===== src/design/eee_lpi_pkg.sv =====
// constants and types for the eee low-power-idle mmd register set
package eee_lpi_pkg;

   // ----------------------------------------
   // management frame layout
   // ----------------------------------------
   localparam logic [5:0]  PRE_LEN        = 6'h20;
   localparam logic [4:0]  HDR_LEN        = 5'h0C;
   localparam logic [4:0]  TA_LEN         = 5'h02;
   localparam logic [4:0]  DATA_LEN       = 5'h10;
   localparam logic [1:0]  OP_READ        = 2'h2;
   localparam logic [1:0]  OP_WRITE       = 2'h1;
   localparam logic [4:0]  PHY_ADDR       = 5'h01;

   // ----------------------------------------
   // portal registers
   // ----------------------------------------
   localparam logic [4:0]  STD_MMD_CTRL   = 5'h0D;
   localparam logic [4:0]  STD_MMD_DATA   = 5'h0E;
   localparam int          MODE_HI        = 15;
   localparam int          MODE_LO        = 14;
   localparam int          DEVAD_HI       = 4;
   localparam logic [1:0]  MODE_REG       = 2'h0;
   localparam logic [1:0]  MODE_DATA      = 2'h1;
   localparam logic [1:0]  MODE_INC_RW    = 2'h2;
   localparam logic [1:0]  MODE_INC_WR    = 2'h3;
   localparam logic [15:0] MMD_CTRL_RST   = 16'h0000;
   localparam logic [15:0] MMD_ADDR_RST   = 16'h0000;

   // ----------------------------------------
   // indirect register map
   // ----------------------------------------
   localparam logic [4:0]  DEV_PMA        = 5'h01;
   localparam logic [4:0]  DEV_PCS        = 5'h03;
   localparam logic [4:0]  DEV_AN         = 5'h07;
   localparam logic [15:0] REG_PMA_CTRL   = 16'h0000;
   localparam logic [15:0] REG_PMA_STAT   = 16'h0001;
   localparam logic [15:0] REG_PCS_CTRL   = 16'h0000;
   localparam logic [15:0] REG_EEE_ADV    = 16'h003C;

   // ----------------------------------------
   // field positions and reset values
   // ----------------------------------------
   localparam int          LPI_EN_BIT     = 12;
   localparam int          ENTERED_BIT    = 8;
   localparam int          NOW_BIT        = 3;
   localparam int          RX_STOP_BIT    = 10;
   localparam int          GIG_ADV_BIT    = 2;
   localparam int          FAST_ADV_BIT   = 1;
   localparam logic [15:0] PMA_CTRL_RST   = 16'h0000;
   localparam logic [15:0] PCS_CTRL_RST   = 16'h0C10;
   localparam logic [15:0] PCS_CTRL_RW    = 16'h0FF3;
   localparam logic        FAST_ADV_RST   = 1'h0;
   localparam logic        GIG_ADV_VAL    = 1'h0;

   typedef enum {S_IDLE, S_START, S_HDR, S_TA, S_DATA} frame_state_t;

endpackage: eee_lpi_pkg


===== src/design/mmd_req_if.sv =====
// request carrier between the frame engine and the register bank
`timescale 1ns/100ps
interface mmd_req_if;
   logic        req;
   logic        wr;
   logic [4:0]  regad;
   logic [15:0] wdata;
   logic [15:0] rdata;

   modport serial (output req, wr, regad, wdata, input rdata);
   modport regs   (input req, wr, regad, wdata, output rdata);
endinterface: mmd_req_if


===== src/design/mdio_frame_engine.sv =====
// management serial frame engine: samples the link clock and data pin
`timescale 1ns/100ps
module mdio_frame_engine
   import eee_lpi_pkg::*;
(
   input  wire logic  ref_clk,
   input  wire logic  rstn,
   input  wire logic  mdc,
   input  wire logic  mdio_in,
   output logic       mdio_out,
   output logic       mdio_oe,
   mmd_req_if.serial  req_port
);

   logic         mdc_s1, mdc_s2, mdc_s3;
   logic         mdio_s1, mdio_s2;
   logic         rise;
   logic         bit_in;
   frame_state_t state_q;
   logic [5:0]   ones_q;
   logic [4:0]   cnt_q;
   logic [10:0]  hdr_q;
   logic         is_rd_q;
   logic         req_q;
   logic         wr_q;
   logic [4:0]   regad_q;
   logic [15:0]  wdata_q;
   logic [15:0]  rd_sh_q;

   // ----------------------------------------
   // synchronisers
   // ----------------------------------------
   always_ff @(posedge ref_clk or negedge rstn) begin
      if (!rstn) begin
         mdc_s1  <= 1'b0;
         mdc_s2  <= 1'b0;
         mdc_s3  <= 1'b0;
         mdio_s1 <= 1'b1;
         mdio_s2 <= 1'b1;
      end else begin
         mdc_s1  <= mdc;
         mdc_s2  <= mdc_s1;
         mdc_s3  <= mdc_s2;
         mdio_s1 <= mdio_in;
         mdio_s2 <= mdio_s1;
      end
   end

   assign rise   = mdc_s2 & ~mdc_s3;
   assign bit_in = mdio_s2;

   // ----------------------------------------
   // frame decode
   // ----------------------------------------
   always_ff @(posedge ref_clk or negedge rstn) begin
      if (!rstn) begin
         state_q <= S_IDLE;
         ones_q  <= '0;
         cnt_q   <= '0;
         hdr_q   <= '0;
         is_rd_q <= 1'b0;
         req_q   <= 1'b0;
         wr_q    <= 1'b0;
         regad_q <= '0;
         wdata_q <= '0;
      end else begin
         req_q <= 1'b0;
         if (rise) begin
            unique case (state_q)
               S_IDLE: begin
                  if (bit_in) begin
                     if (ones_q != PRE_LEN) ones_q <= ones_q + 6'h01;
                  end else begin
                     if (ones_q == PRE_LEN) state_q <= S_START;
                     ones_q <= '0;
                  end
               end
               S_START: begin
                  state_q <= bit_in ? S_HDR : S_IDLE;
                  cnt_q   <= '0;
               end
               S_HDR: begin
                  hdr_q <= {hdr_q[9:0], bit_in};
                  cnt_q <= cnt_q + 5'h01;
                  if (cnt_q == HDR_LEN - 5'h01) begin
                     cnt_q <= '0;
                     if (hdr_q[8:4] == PHY_ADDR && (hdr_q[10:9] == OP_READ || hdr_q[10:9] == OP_WRITE)) begin
                        state_q <= S_TA;
                        is_rd_q <= (hdr_q[10:9] == OP_READ);
                        regad_q <= {hdr_q[3:0], bit_in};
                        req_q   <= (hdr_q[10:9] == OP_READ);
                        wr_q    <= 1'b0;
                     end else begin
                        state_q <= S_IDLE;
                     end
                  end
               end
               S_TA: begin
                  cnt_q <= cnt_q + 5'h01;
                  if (cnt_q == TA_LEN - 5'h01) begin
                     cnt_q   <= '0;
                     state_q <= S_DATA;
                  end
               end
               S_DATA: begin
                  cnt_q <= cnt_q + 5'h01;
                  if (!is_rd_q) wdata_q <= {wdata_q[14:0], bit_in};
                  if (cnt_q == DATA_LEN - 5'h01) begin
                     cnt_q   <= '0;
                     state_q <= S_IDLE;
                     req_q   <= !is_rd_q;
                     wr_q    <= !is_rd_q;
                  end
               end
            endcase
         end
      end
   end

   // ----------------------------------------
   // read data driver
   // ----------------------------------------
   always_ff @(posedge ref_clk or negedge rstn) begin
      if (!rstn) begin
         rd_sh_q  <= '0;
         mdio_out <= 1'b0;
         mdio_oe  <= 1'b0;
      end else if (req_q && !wr_q) begin
         rd_sh_q <= req_port.rdata;
      end else if (rise && is_rd_q && state_q == S_TA) begin
         mdio_oe <= 1'b1;
         if (cnt_q == '0) begin
            mdio_out <= 1'b0;
         end else begin
            mdio_out <= rd_sh_q[15];
            rd_sh_q  <= {rd_sh_q[14:0], 1'b0};
         end
      end else if (rise && is_rd_q && state_q == S_DATA) begin
         if (cnt_q == DATA_LEN - 5'h01) begin
            mdio_oe  <= 1'b0;
            mdio_out <= 1'b0;
         end else begin
            mdio_out <= rd_sh_q[15];
            rd_sh_q  <= {rd_sh_q[14:0], 1'b0};
         end
      end
   end

   assign req_port.req   = req_q;
   assign req_port.wr    = wr_q;
   assign req_port.regad = regad_q;
   assign req_port.wdata = wdata_q;

endmodule: mdio_frame_engine


===== src/design/eee_lpi_mmd_registers.sv =====
// eee low-power-idle mmd registers behind the management portal
//
// Overview of operation
// - idle enable bit, read/write, pma control bit 12, resets to 0.
// - latched flag at pma status bit 8 sets on entering idle, resets 0.
// - pma status bit 3 shows live idle state, read only.
// - rx clock may stop in 100M rx idle only if pcs bit 10; resets 1.
// - gigabit eee advertise bit always reads 0.
// - 100M eee advertise bit read/write, resets 0; management sets it.
// - latch-high flags hold once set until software reads them while pma idle is no longer active.
`timescale 1ns/100ps
module eee_lpi_mmd_registers
   import eee_lpi_pkg::*;
(
   input  wire logic ref_clk,
   input  wire logic rstn,
   input  wire logic mdc,
   input  wire logic mdio_in,
   output logic      mdio_out,
   output logic      mdio_oe,
   input  wire logic pma_lpi_active,
   input  wire logic rx_lpi_active,
   input  wire logic speed_100,
   output logic      lpi_enable,
   output logic      fast_eee_advertise,
   output logic      rx_clock_stop_ok
);

   mmd_req_if req_bus ();

   // ----------------------------------------
   // register state
   // ----------------------------------------
   logic [15:0] mmd_ctrl_q;
   logic [15:0] mmd_addr_q;
   logic [15:0] pma_ctrl_q;
   logic [15:0] pcs_ctrl_q;
   logic        fast_adv_q;
   logic        idle_entered_latched_q;
   logic        idle_entered_latched_d;
   logic        rx_clock_stop_ok_q;
   logic        idle_now_flag;
   logic        rx_clock_stop_allow;
   logic        gig_eee_advertise;

   // ----------------------------------------
   // decode nets
   // ----------------------------------------
   logic [1:0]  mode;
   logic [4:0]  devad;
   logic        ctrl_wr;
   logic        data_hit;
   logic        addr_wr;
   logic        mmd_acc;
   logic        mmd_wr;
   logic        mmd_rd;
   logic        post_inc;
   logic        sel_pma_ctrl;
   logic        sel_pma_stat;
   logic        sel_pcs_ctrl;
   logic        sel_eee_adv;
   logic        entered_clr;
   logic        pma_ctrl_we;
   logic        pcs_ctrl_we;
   logic        eee_adv_we;
   logic [15:0] mmd_rdata;

   // ----------------------------------------
   // serial frame engine
   // ----------------------------------------
   mdio_frame_engine u_frame (
      .ref_clk  (ref_clk),
      .rstn     (rstn),
      .mdc      (mdc),
      .mdio_in  (mdio_in),
      .mdio_out (mdio_out),
      .mdio_oe  (mdio_oe),
      .req_port (req_bus.serial)
   );

   // ----------------------------------------
   // portal decode
   // ----------------------------------------
   assign mode     = mmd_ctrl_q[MODE_HI:MODE_LO];
   assign devad    = mmd_ctrl_q[DEVAD_HI:0];
   assign ctrl_wr  = req_bus.req && req_bus.wr && req_bus.regad == STD_MMD_CTRL;
   assign data_hit = req_bus.req && req_bus.regad == STD_MMD_DATA;
   assign addr_wr  = data_hit && req_bus.wr && mode == MODE_REG;
   assign mmd_acc  = data_hit && mode != MODE_REG;
   assign mmd_wr   = mmd_acc && req_bus.wr;
   assign mmd_rd   = mmd_acc && !req_bus.wr;
   assign post_inc = mmd_acc && (mode == MODE_INC_RW || (mode == MODE_INC_WR && req_bus.wr));

   assign sel_pma_ctrl = devad == DEV_PMA && mmd_addr_q == REG_PMA_CTRL;
   assign sel_pma_stat = devad == DEV_PMA && mmd_addr_q == REG_PMA_STAT;
   assign sel_pcs_ctrl = devad == DEV_PCS && mmd_addr_q == REG_PCS_CTRL;
   assign sel_eee_adv  = devad == DEV_AN && mmd_addr_q == REG_EEE_ADV;

   // ----------------------------------------
   // register write strobes
   // ----------------------------------------
   assign pma_ctrl_we = mmd_wr && sel_pma_ctrl;
   assign pcs_ctrl_we = mmd_wr && sel_pcs_ctrl;
   assign eee_adv_we  = mmd_wr && sel_eee_adv;

   // ----------------------------------------
   // portal registers
   // ----------------------------------------
   always_ff @(posedge ref_clk or negedge rstn) begin
      if (!rstn) begin
         mmd_ctrl_q <= MMD_CTRL_RST;
      end else if (ctrl_wr) begin
         mmd_ctrl_q <= req_bus.wdata;
      end
   end

   always_ff @(posedge ref_clk or negedge rstn) begin
      if (!rstn) begin
         mmd_addr_q <= MMD_ADDR_RST;
      end else if (addr_wr) begin
         mmd_addr_q <= req_bus.wdata;
      end else if (post_inc) begin
         mmd_addr_q <= mmd_addr_q + 16'h0001;
      end
   end

   // ----------------------------------------
   // pma/pmd control
   // ----------------------------------------
   always_ff @(posedge ref_clk or negedge rstn) begin
      if (!rstn) begin
         pma_ctrl_q <= PMA_CTRL_RST;
      end else if (pma_ctrl_we) begin
         pma_ctrl_q <= req_bus.wdata;
      end
   end

   assign lpi_enable = pma_ctrl_q[LPI_EN_BIT];

   // ----------------------------------------
   // pma/pmd status
   // ----------------------------------------
   assign idle_now_flag = pma_lpi_active;
   assign entered_clr   = mmd_rd && sel_pma_stat && !pma_lpi_active;
   assign idle_entered_latched_d = pma_lpi_active || (idle_entered_latched_q && !entered_clr);

   always_ff @(posedge ref_clk or negedge rstn) begin
      if (!rstn) begin
         idle_entered_latched_q <= 1'b0;
      end else begin
         idle_entered_latched_q <= idle_entered_latched_d;
      end
   end

   // ----------------------------------------
   // pcs control
   // ----------------------------------------
   always_ff @(posedge ref_clk or negedge rstn) begin
      if (!rstn) begin
         pcs_ctrl_q <= PCS_CTRL_RST;
      end else if (pcs_ctrl_we) begin
         pcs_ctrl_q <= req_bus.wdata & PCS_CTRL_RW;
      end
   end

   assign rx_clock_stop_allow = pcs_ctrl_q[RX_STOP_BIT];

   always_ff @(posedge ref_clk or negedge rstn) begin
      if (!rstn) begin
         rx_clock_stop_ok_q <= 1'b0;
      end else begin
         rx_clock_stop_ok_q <= rx_clock_stop_allow && rx_lpi_active && speed_100;
      end
   end

   assign rx_clock_stop_ok = rx_clock_stop_ok_q;

   // ----------------------------------------
   // eee_local_advertisement
   // ----------------------------------------
   always_ff @(posedge ref_clk or negedge rstn) begin
      if (!rstn) begin
         fast_adv_q <= FAST_ADV_RST;
      end else if (eee_adv_we) begin
         fast_adv_q <= req_bus.wdata[FAST_ADV_BIT];
      end
   end

   assign fast_eee_advertise = fast_adv_q;
   assign gig_eee_advertise  = GIG_ADV_VAL;

   // ----------------------------------------
   // read data
   // ----------------------------------------
   always_comb begin
      mmd_rdata = '0;
      if (sel_pma_ctrl) begin
         mmd_rdata = pma_ctrl_q;
      end else if (sel_pma_stat) begin
         mmd_rdata[ENTERED_BIT] = idle_entered_latched_q;
         mmd_rdata[NOW_BIT]     = idle_now_flag;
      end else if (sel_pcs_ctrl) begin
         mmd_rdata = pcs_ctrl_q;
      end else if (sel_eee_adv) begin
         mmd_rdata[GIG_ADV_BIT]  = gig_eee_advertise;
         mmd_rdata[FAST_ADV_BIT] = fast_adv_q;
      end
   end

   // ----------------------------------------
   // portal read data
   // ----------------------------------------
   always_comb begin
      req_bus.rdata = '0;
      if (req_bus.regad == STD_MMD_CTRL) begin
         req_bus.rdata = mmd_ctrl_q;
      end else if (req_bus.regad == STD_MMD_DATA) begin
         req_bus.rdata = (mode == MODE_REG) ? mmd_addr_q : mmd_rdata;
      end
   end

endmodule: eee_lpi_mmd_registers


===== config.mk =====
export PLATFORM = sky130hd
export DESIGN_NAME = eee_lpi_mmd_registers
export DESIGN_NICKNAME = d
export VERILOG_FILES = /design/src/design/eee_lpi_pkg.sv /design/src/design/mmd_req_if.sv /design/src/design/mdio_frame_engine.sv /design/src/design/eee_lpi_mmd_registers.sv
export SDC_FILE = /design/constraint.sdc
export NUM_CORES = 1
export LEC_CHECK = 0
export ABC_AREA = 0
export BUFFER_PORTS_ARGS = -buffer_cell sky130_fd_sc_hd__buf_2
export CAP_MARGIN = 5
export CORE_UTILIZATION = 30
export DETAILED_ROUTE_END_ITERATION = 7
export GPL_TIMING_DRIVEN = 1
export SLEW_MARGIN = 30
export SYNTH_ARGS = -nofsm -noshare
export SYNTH_HDL_FRONTEND = slang
export SYNTH_SLANG_ARGS = --single-unit

===== constraint.sdc =====
create_clock -name ref_clk -period 2.7 [get_ports ref_clk]
set_input_delay 0.54 -clock ref_clk [delete_from_list [all_inputs] [get_ports ref_clk]]
set_output_delay 0.54 -clock ref_clk [all_outputs]
set_load 0.02 [all_outputs]

==> impl_metrics.json <==
{
  "grt_max_degree": 65,
  "syn_area_um2": 6670,
  "die_x_um": 151,
  "grt_pass1_vias": 4938,
  "drc": 0,
  "synth_edf_count": 0,
  "finClkSkew_ns": 0.00829,
  "first_pass_iters": 5,
  "wirelength_mm": 16.4,
  "finalCritPeriodShare_pct": 89.2,
  "syn2layout_area_growth_pct": 16.4,
  "ys_warn_count": 0,
  "clockBufferDepth": 2,
  "viasPerCell": 5.38,
  "initial_utilization_pct": 30.6,
  "htreeDepth": 4,
  "grt_antenna_before_repair": 0,
  "synth_cell_types": 64,
  "drt_iter0_drc": 373,
  "outcome": "finished, final reports clean",
  "ir_drop_mv": 0.346,
  "overflow": 0,
  "layoutNonFillerInstCount": 923,
  "min_path_type": "input port to asynchronous set/reset pin",
  "arrival_ns": 2.71,
  "antenna_cells": 0,
  "drive_gt1_share_pct": 26.3,
  "nFillCells": 2128,
  "cts_tree": "yes",
  "postRouteAntennaNets": 0,
  "dp_cells": 891,
  "maxCapViolations": 0,
  "die_area_um2": 22800,
  "grt_pass1_wl_mm": 27.3,
  "wl_per_cell_um": 17.8,
  "grt.total_usage_pct": 15.8,
  "powerDensity_nw_per_um2": 581,
  "row_count": 54,
  "synthFlopType": "dfrtp_1",
  "synth-adder-area-share_pct": 2.06,
  "syn_nets": 621,
  "slew_violations": 0,
  "syn_area_per_cell_um2": 11.1,
  "ys_ff_latch": 133,
  "critPathRequiredTime_ns": 3.01,
  "hold_viol_final": 0,
  "synth_top_family_by_area": "simple AND/OR/NAND/NOR gates",
  "leakage_nw": 3.45,
  "clock_latency_ns": 0.42,
  "period_needed_ns": 2.41,
  "synthArstFlopShare_pct": 100,
  "start_kind": "register",
  "synth_simple_gate_area_share_pct": 16.8,
  "synth-xor-area-share_pct": 0.657,
  "fin_tns_setup_ns": 0,
  "nNetsFinal": 648,
  "cts_buffers": 17,
  "critPathKind": "register to register",
  "clkTransAtPathRegs_ns": 0.06,
  "final-seq-area_um2": 3330,
  "max_slew_margin_pct": 39.4,
  "cts_setup_buffers": 0,
  "hold_buffers": 0,
  "vias": 4967,
  "synth_compound_area_share_pct": 12.6,
  "multiInputGateArea_um2": 3100,
  "ctsResizeCount": 0,
  "ys_seq_area_share_pct": 50.0,
  "cts_sinks": 133,
  "r2r_slack_ns": 0.29,
  "cts_root_buffer": "clkbuf_16",
  "finalSetupViolCount": 0,
  "numPortBuffers": 11,
  "synth.area.mux_share_pct": 14.2,
  "core_um2": 21800,
  "worstMarginPinSlew_ns": 0.909,
  "rsz0062_at_grt": "no",
  "hpwl_mm": 11.3,
  "routabilityCongestion": 0.877,
  "crit_path_end_kind": "register",
  "power.total_w": 0.00451,
  "fmax_mhz": 415,
  "num_io_pins": 12,
  "die_h_um": 151,
  "syn_inst": 603,
  "timing.hold.ws_ns": 0.0347,
  "crit_fanout": 6
}
## synthesized netlist by cell type, types with 8 or more instances
cell type	count	area [um^2]
nor2_1	28	105
nand3_1	23	115
buf_2	8	40.0
a221o_1	15	150
o211ai_1	14	105
a21oi_1	20	100
ha_1	11	138
nand2_1	66	248
o21ai_0	27	135
a31oi_1	11	68.8
nor3_1	10	50.1
clkbuf_1	19	71.3
inv_1	17	63.8
mux2_4	10	150
mux2_2	67	754
nand4_1	14	87.6
dfrtp_1	128	3200
## report_power, final
| part | total [W] | internal, W | switching (W) |
|---|---|---|---|
| registers | 0.00202 | 0.00201 | 0.0000107 |
| clock network | 0.00241 | 0.00153 | 0.000882 |
| logic | 0.0000786 | 0.0000202 | 0.0000585 |
| total | 0.00451 | 0.00356 | 0.000951 |
## worst max-delay path, cell delays in order, from the launching register on
cell and delay [ns]:
dfrtp_1 0.42, ha_1 0.25, or4bb_1 0.53, or4_1 0.50, nor2_4 0.23, mux2_2 0.37
## layout by cell type, fill, tap and decap left out, drive strengths merged, types with 10 or more instances in the layout
| master | n |
|---|---|
| inv | 19 |
| nor3 | 11 |
| o211ai | 14 |
| buf | 41 |
| o21ai | 28 |
| nand4 | 14 |
| a31oi | 11 |
| nor2 | 29 |
| dfrtp | 128 |
| a21oi | 20 |
| a221o | 15 |
| clkbuf | 21 |
| nand3 | 24 |
| nand2 | 66 |
| mux2 | 77 |
| ha | 11 |
| nor4 | 10 |
## registers in the layout (all words and copies together) (netlist names), 3 cells and up
signal	count
u_frame.req_port.wdata	16
mmd_ctrl_q	16
u_frame.hdr_q	11
pma_ctrl_q	16
u_frame.state_q	3
u_frame.req_port.regad	5
u_frame.rd_sh_q	16
u_frame.cnt_q	5
mmd_addr_q	16
u_frame.ones_q	6
pcs_ctrl_q	10
## layout make-up
type                    count  share of cell area [%]
clock inverters            11                    1.90
clock buffers              21                    6.06
flip-flops and latches    133                    43.0
inverters                  17                   0.822
repair buffers             41                    3.85
well taps                 280                    4.51
multi-input cells         420                    39.9
## path summary, 6_finish.rpt
path                                                    endpoint  cells past startpoint                    startpoint
setup / recovery           u_frame.req_port.regad[3]$_DFFE_PN0P_                      5  u_frame.cnt_q[0]$_DFFE_PN0P_
setup reg to reg           u_frame.req_port.regad[3]$_DFFE_PN0P_                      5  u_frame.cnt_q[0]$_DFFE_PN0P_
hold / removal                     u_frame.ones_q[2]$_DFFE_PN0P_                      1                          rstn
min in group ref_clk                   u_frame.mdio_s1$_DFF_PN1_                      1                       mdio_in
max in group asynchronous  u_frame.req_port.wdata[9]$_DFFE_PN0P_                      2                          rstn
hold reg to reg                         u_frame.bit_in$_DFF_PN1_                      0     u_frame.mdio_s1$_DFF_PN1_
## metal layers
metal | share of wire, % | track usage (%)
met1 | 48 | 22.1
met2 | 45 | 23.5
met3 | 4.8 | 3.67
met4 | 2.2 | 6.40
met5 | 0 | 0
## metrics by stage
step | area [um^2] | util (%) | worst slack (ns)
finish | 7760 | 35.6 | 0.293
global route | 7760 | 35.6 | 0.196
CTS | 7760 | 35.6 | 0.290
detailed placement | 7140 | 32.7 | 0.300
global placement | 7140 | 32.7 | 0.336
floorplan | 6670 | - | 0.490
## cell families (layout without fill, tap and decap cells)
family | count (synthesis) | count (layout)
buffers and inverters | 50 | 90
AO/OA/AOI/OAI | 120 | 120
XOR/XNOR | 5 | 5
AND/OR/NAND/NOR | 203 | 203
flip-flops | 133 | 133
adder cells (fa/ha/maj) | 11 | 11
multiplexers | 81 | 81
No activity file was read; power rests on OpenSTA's default activity.
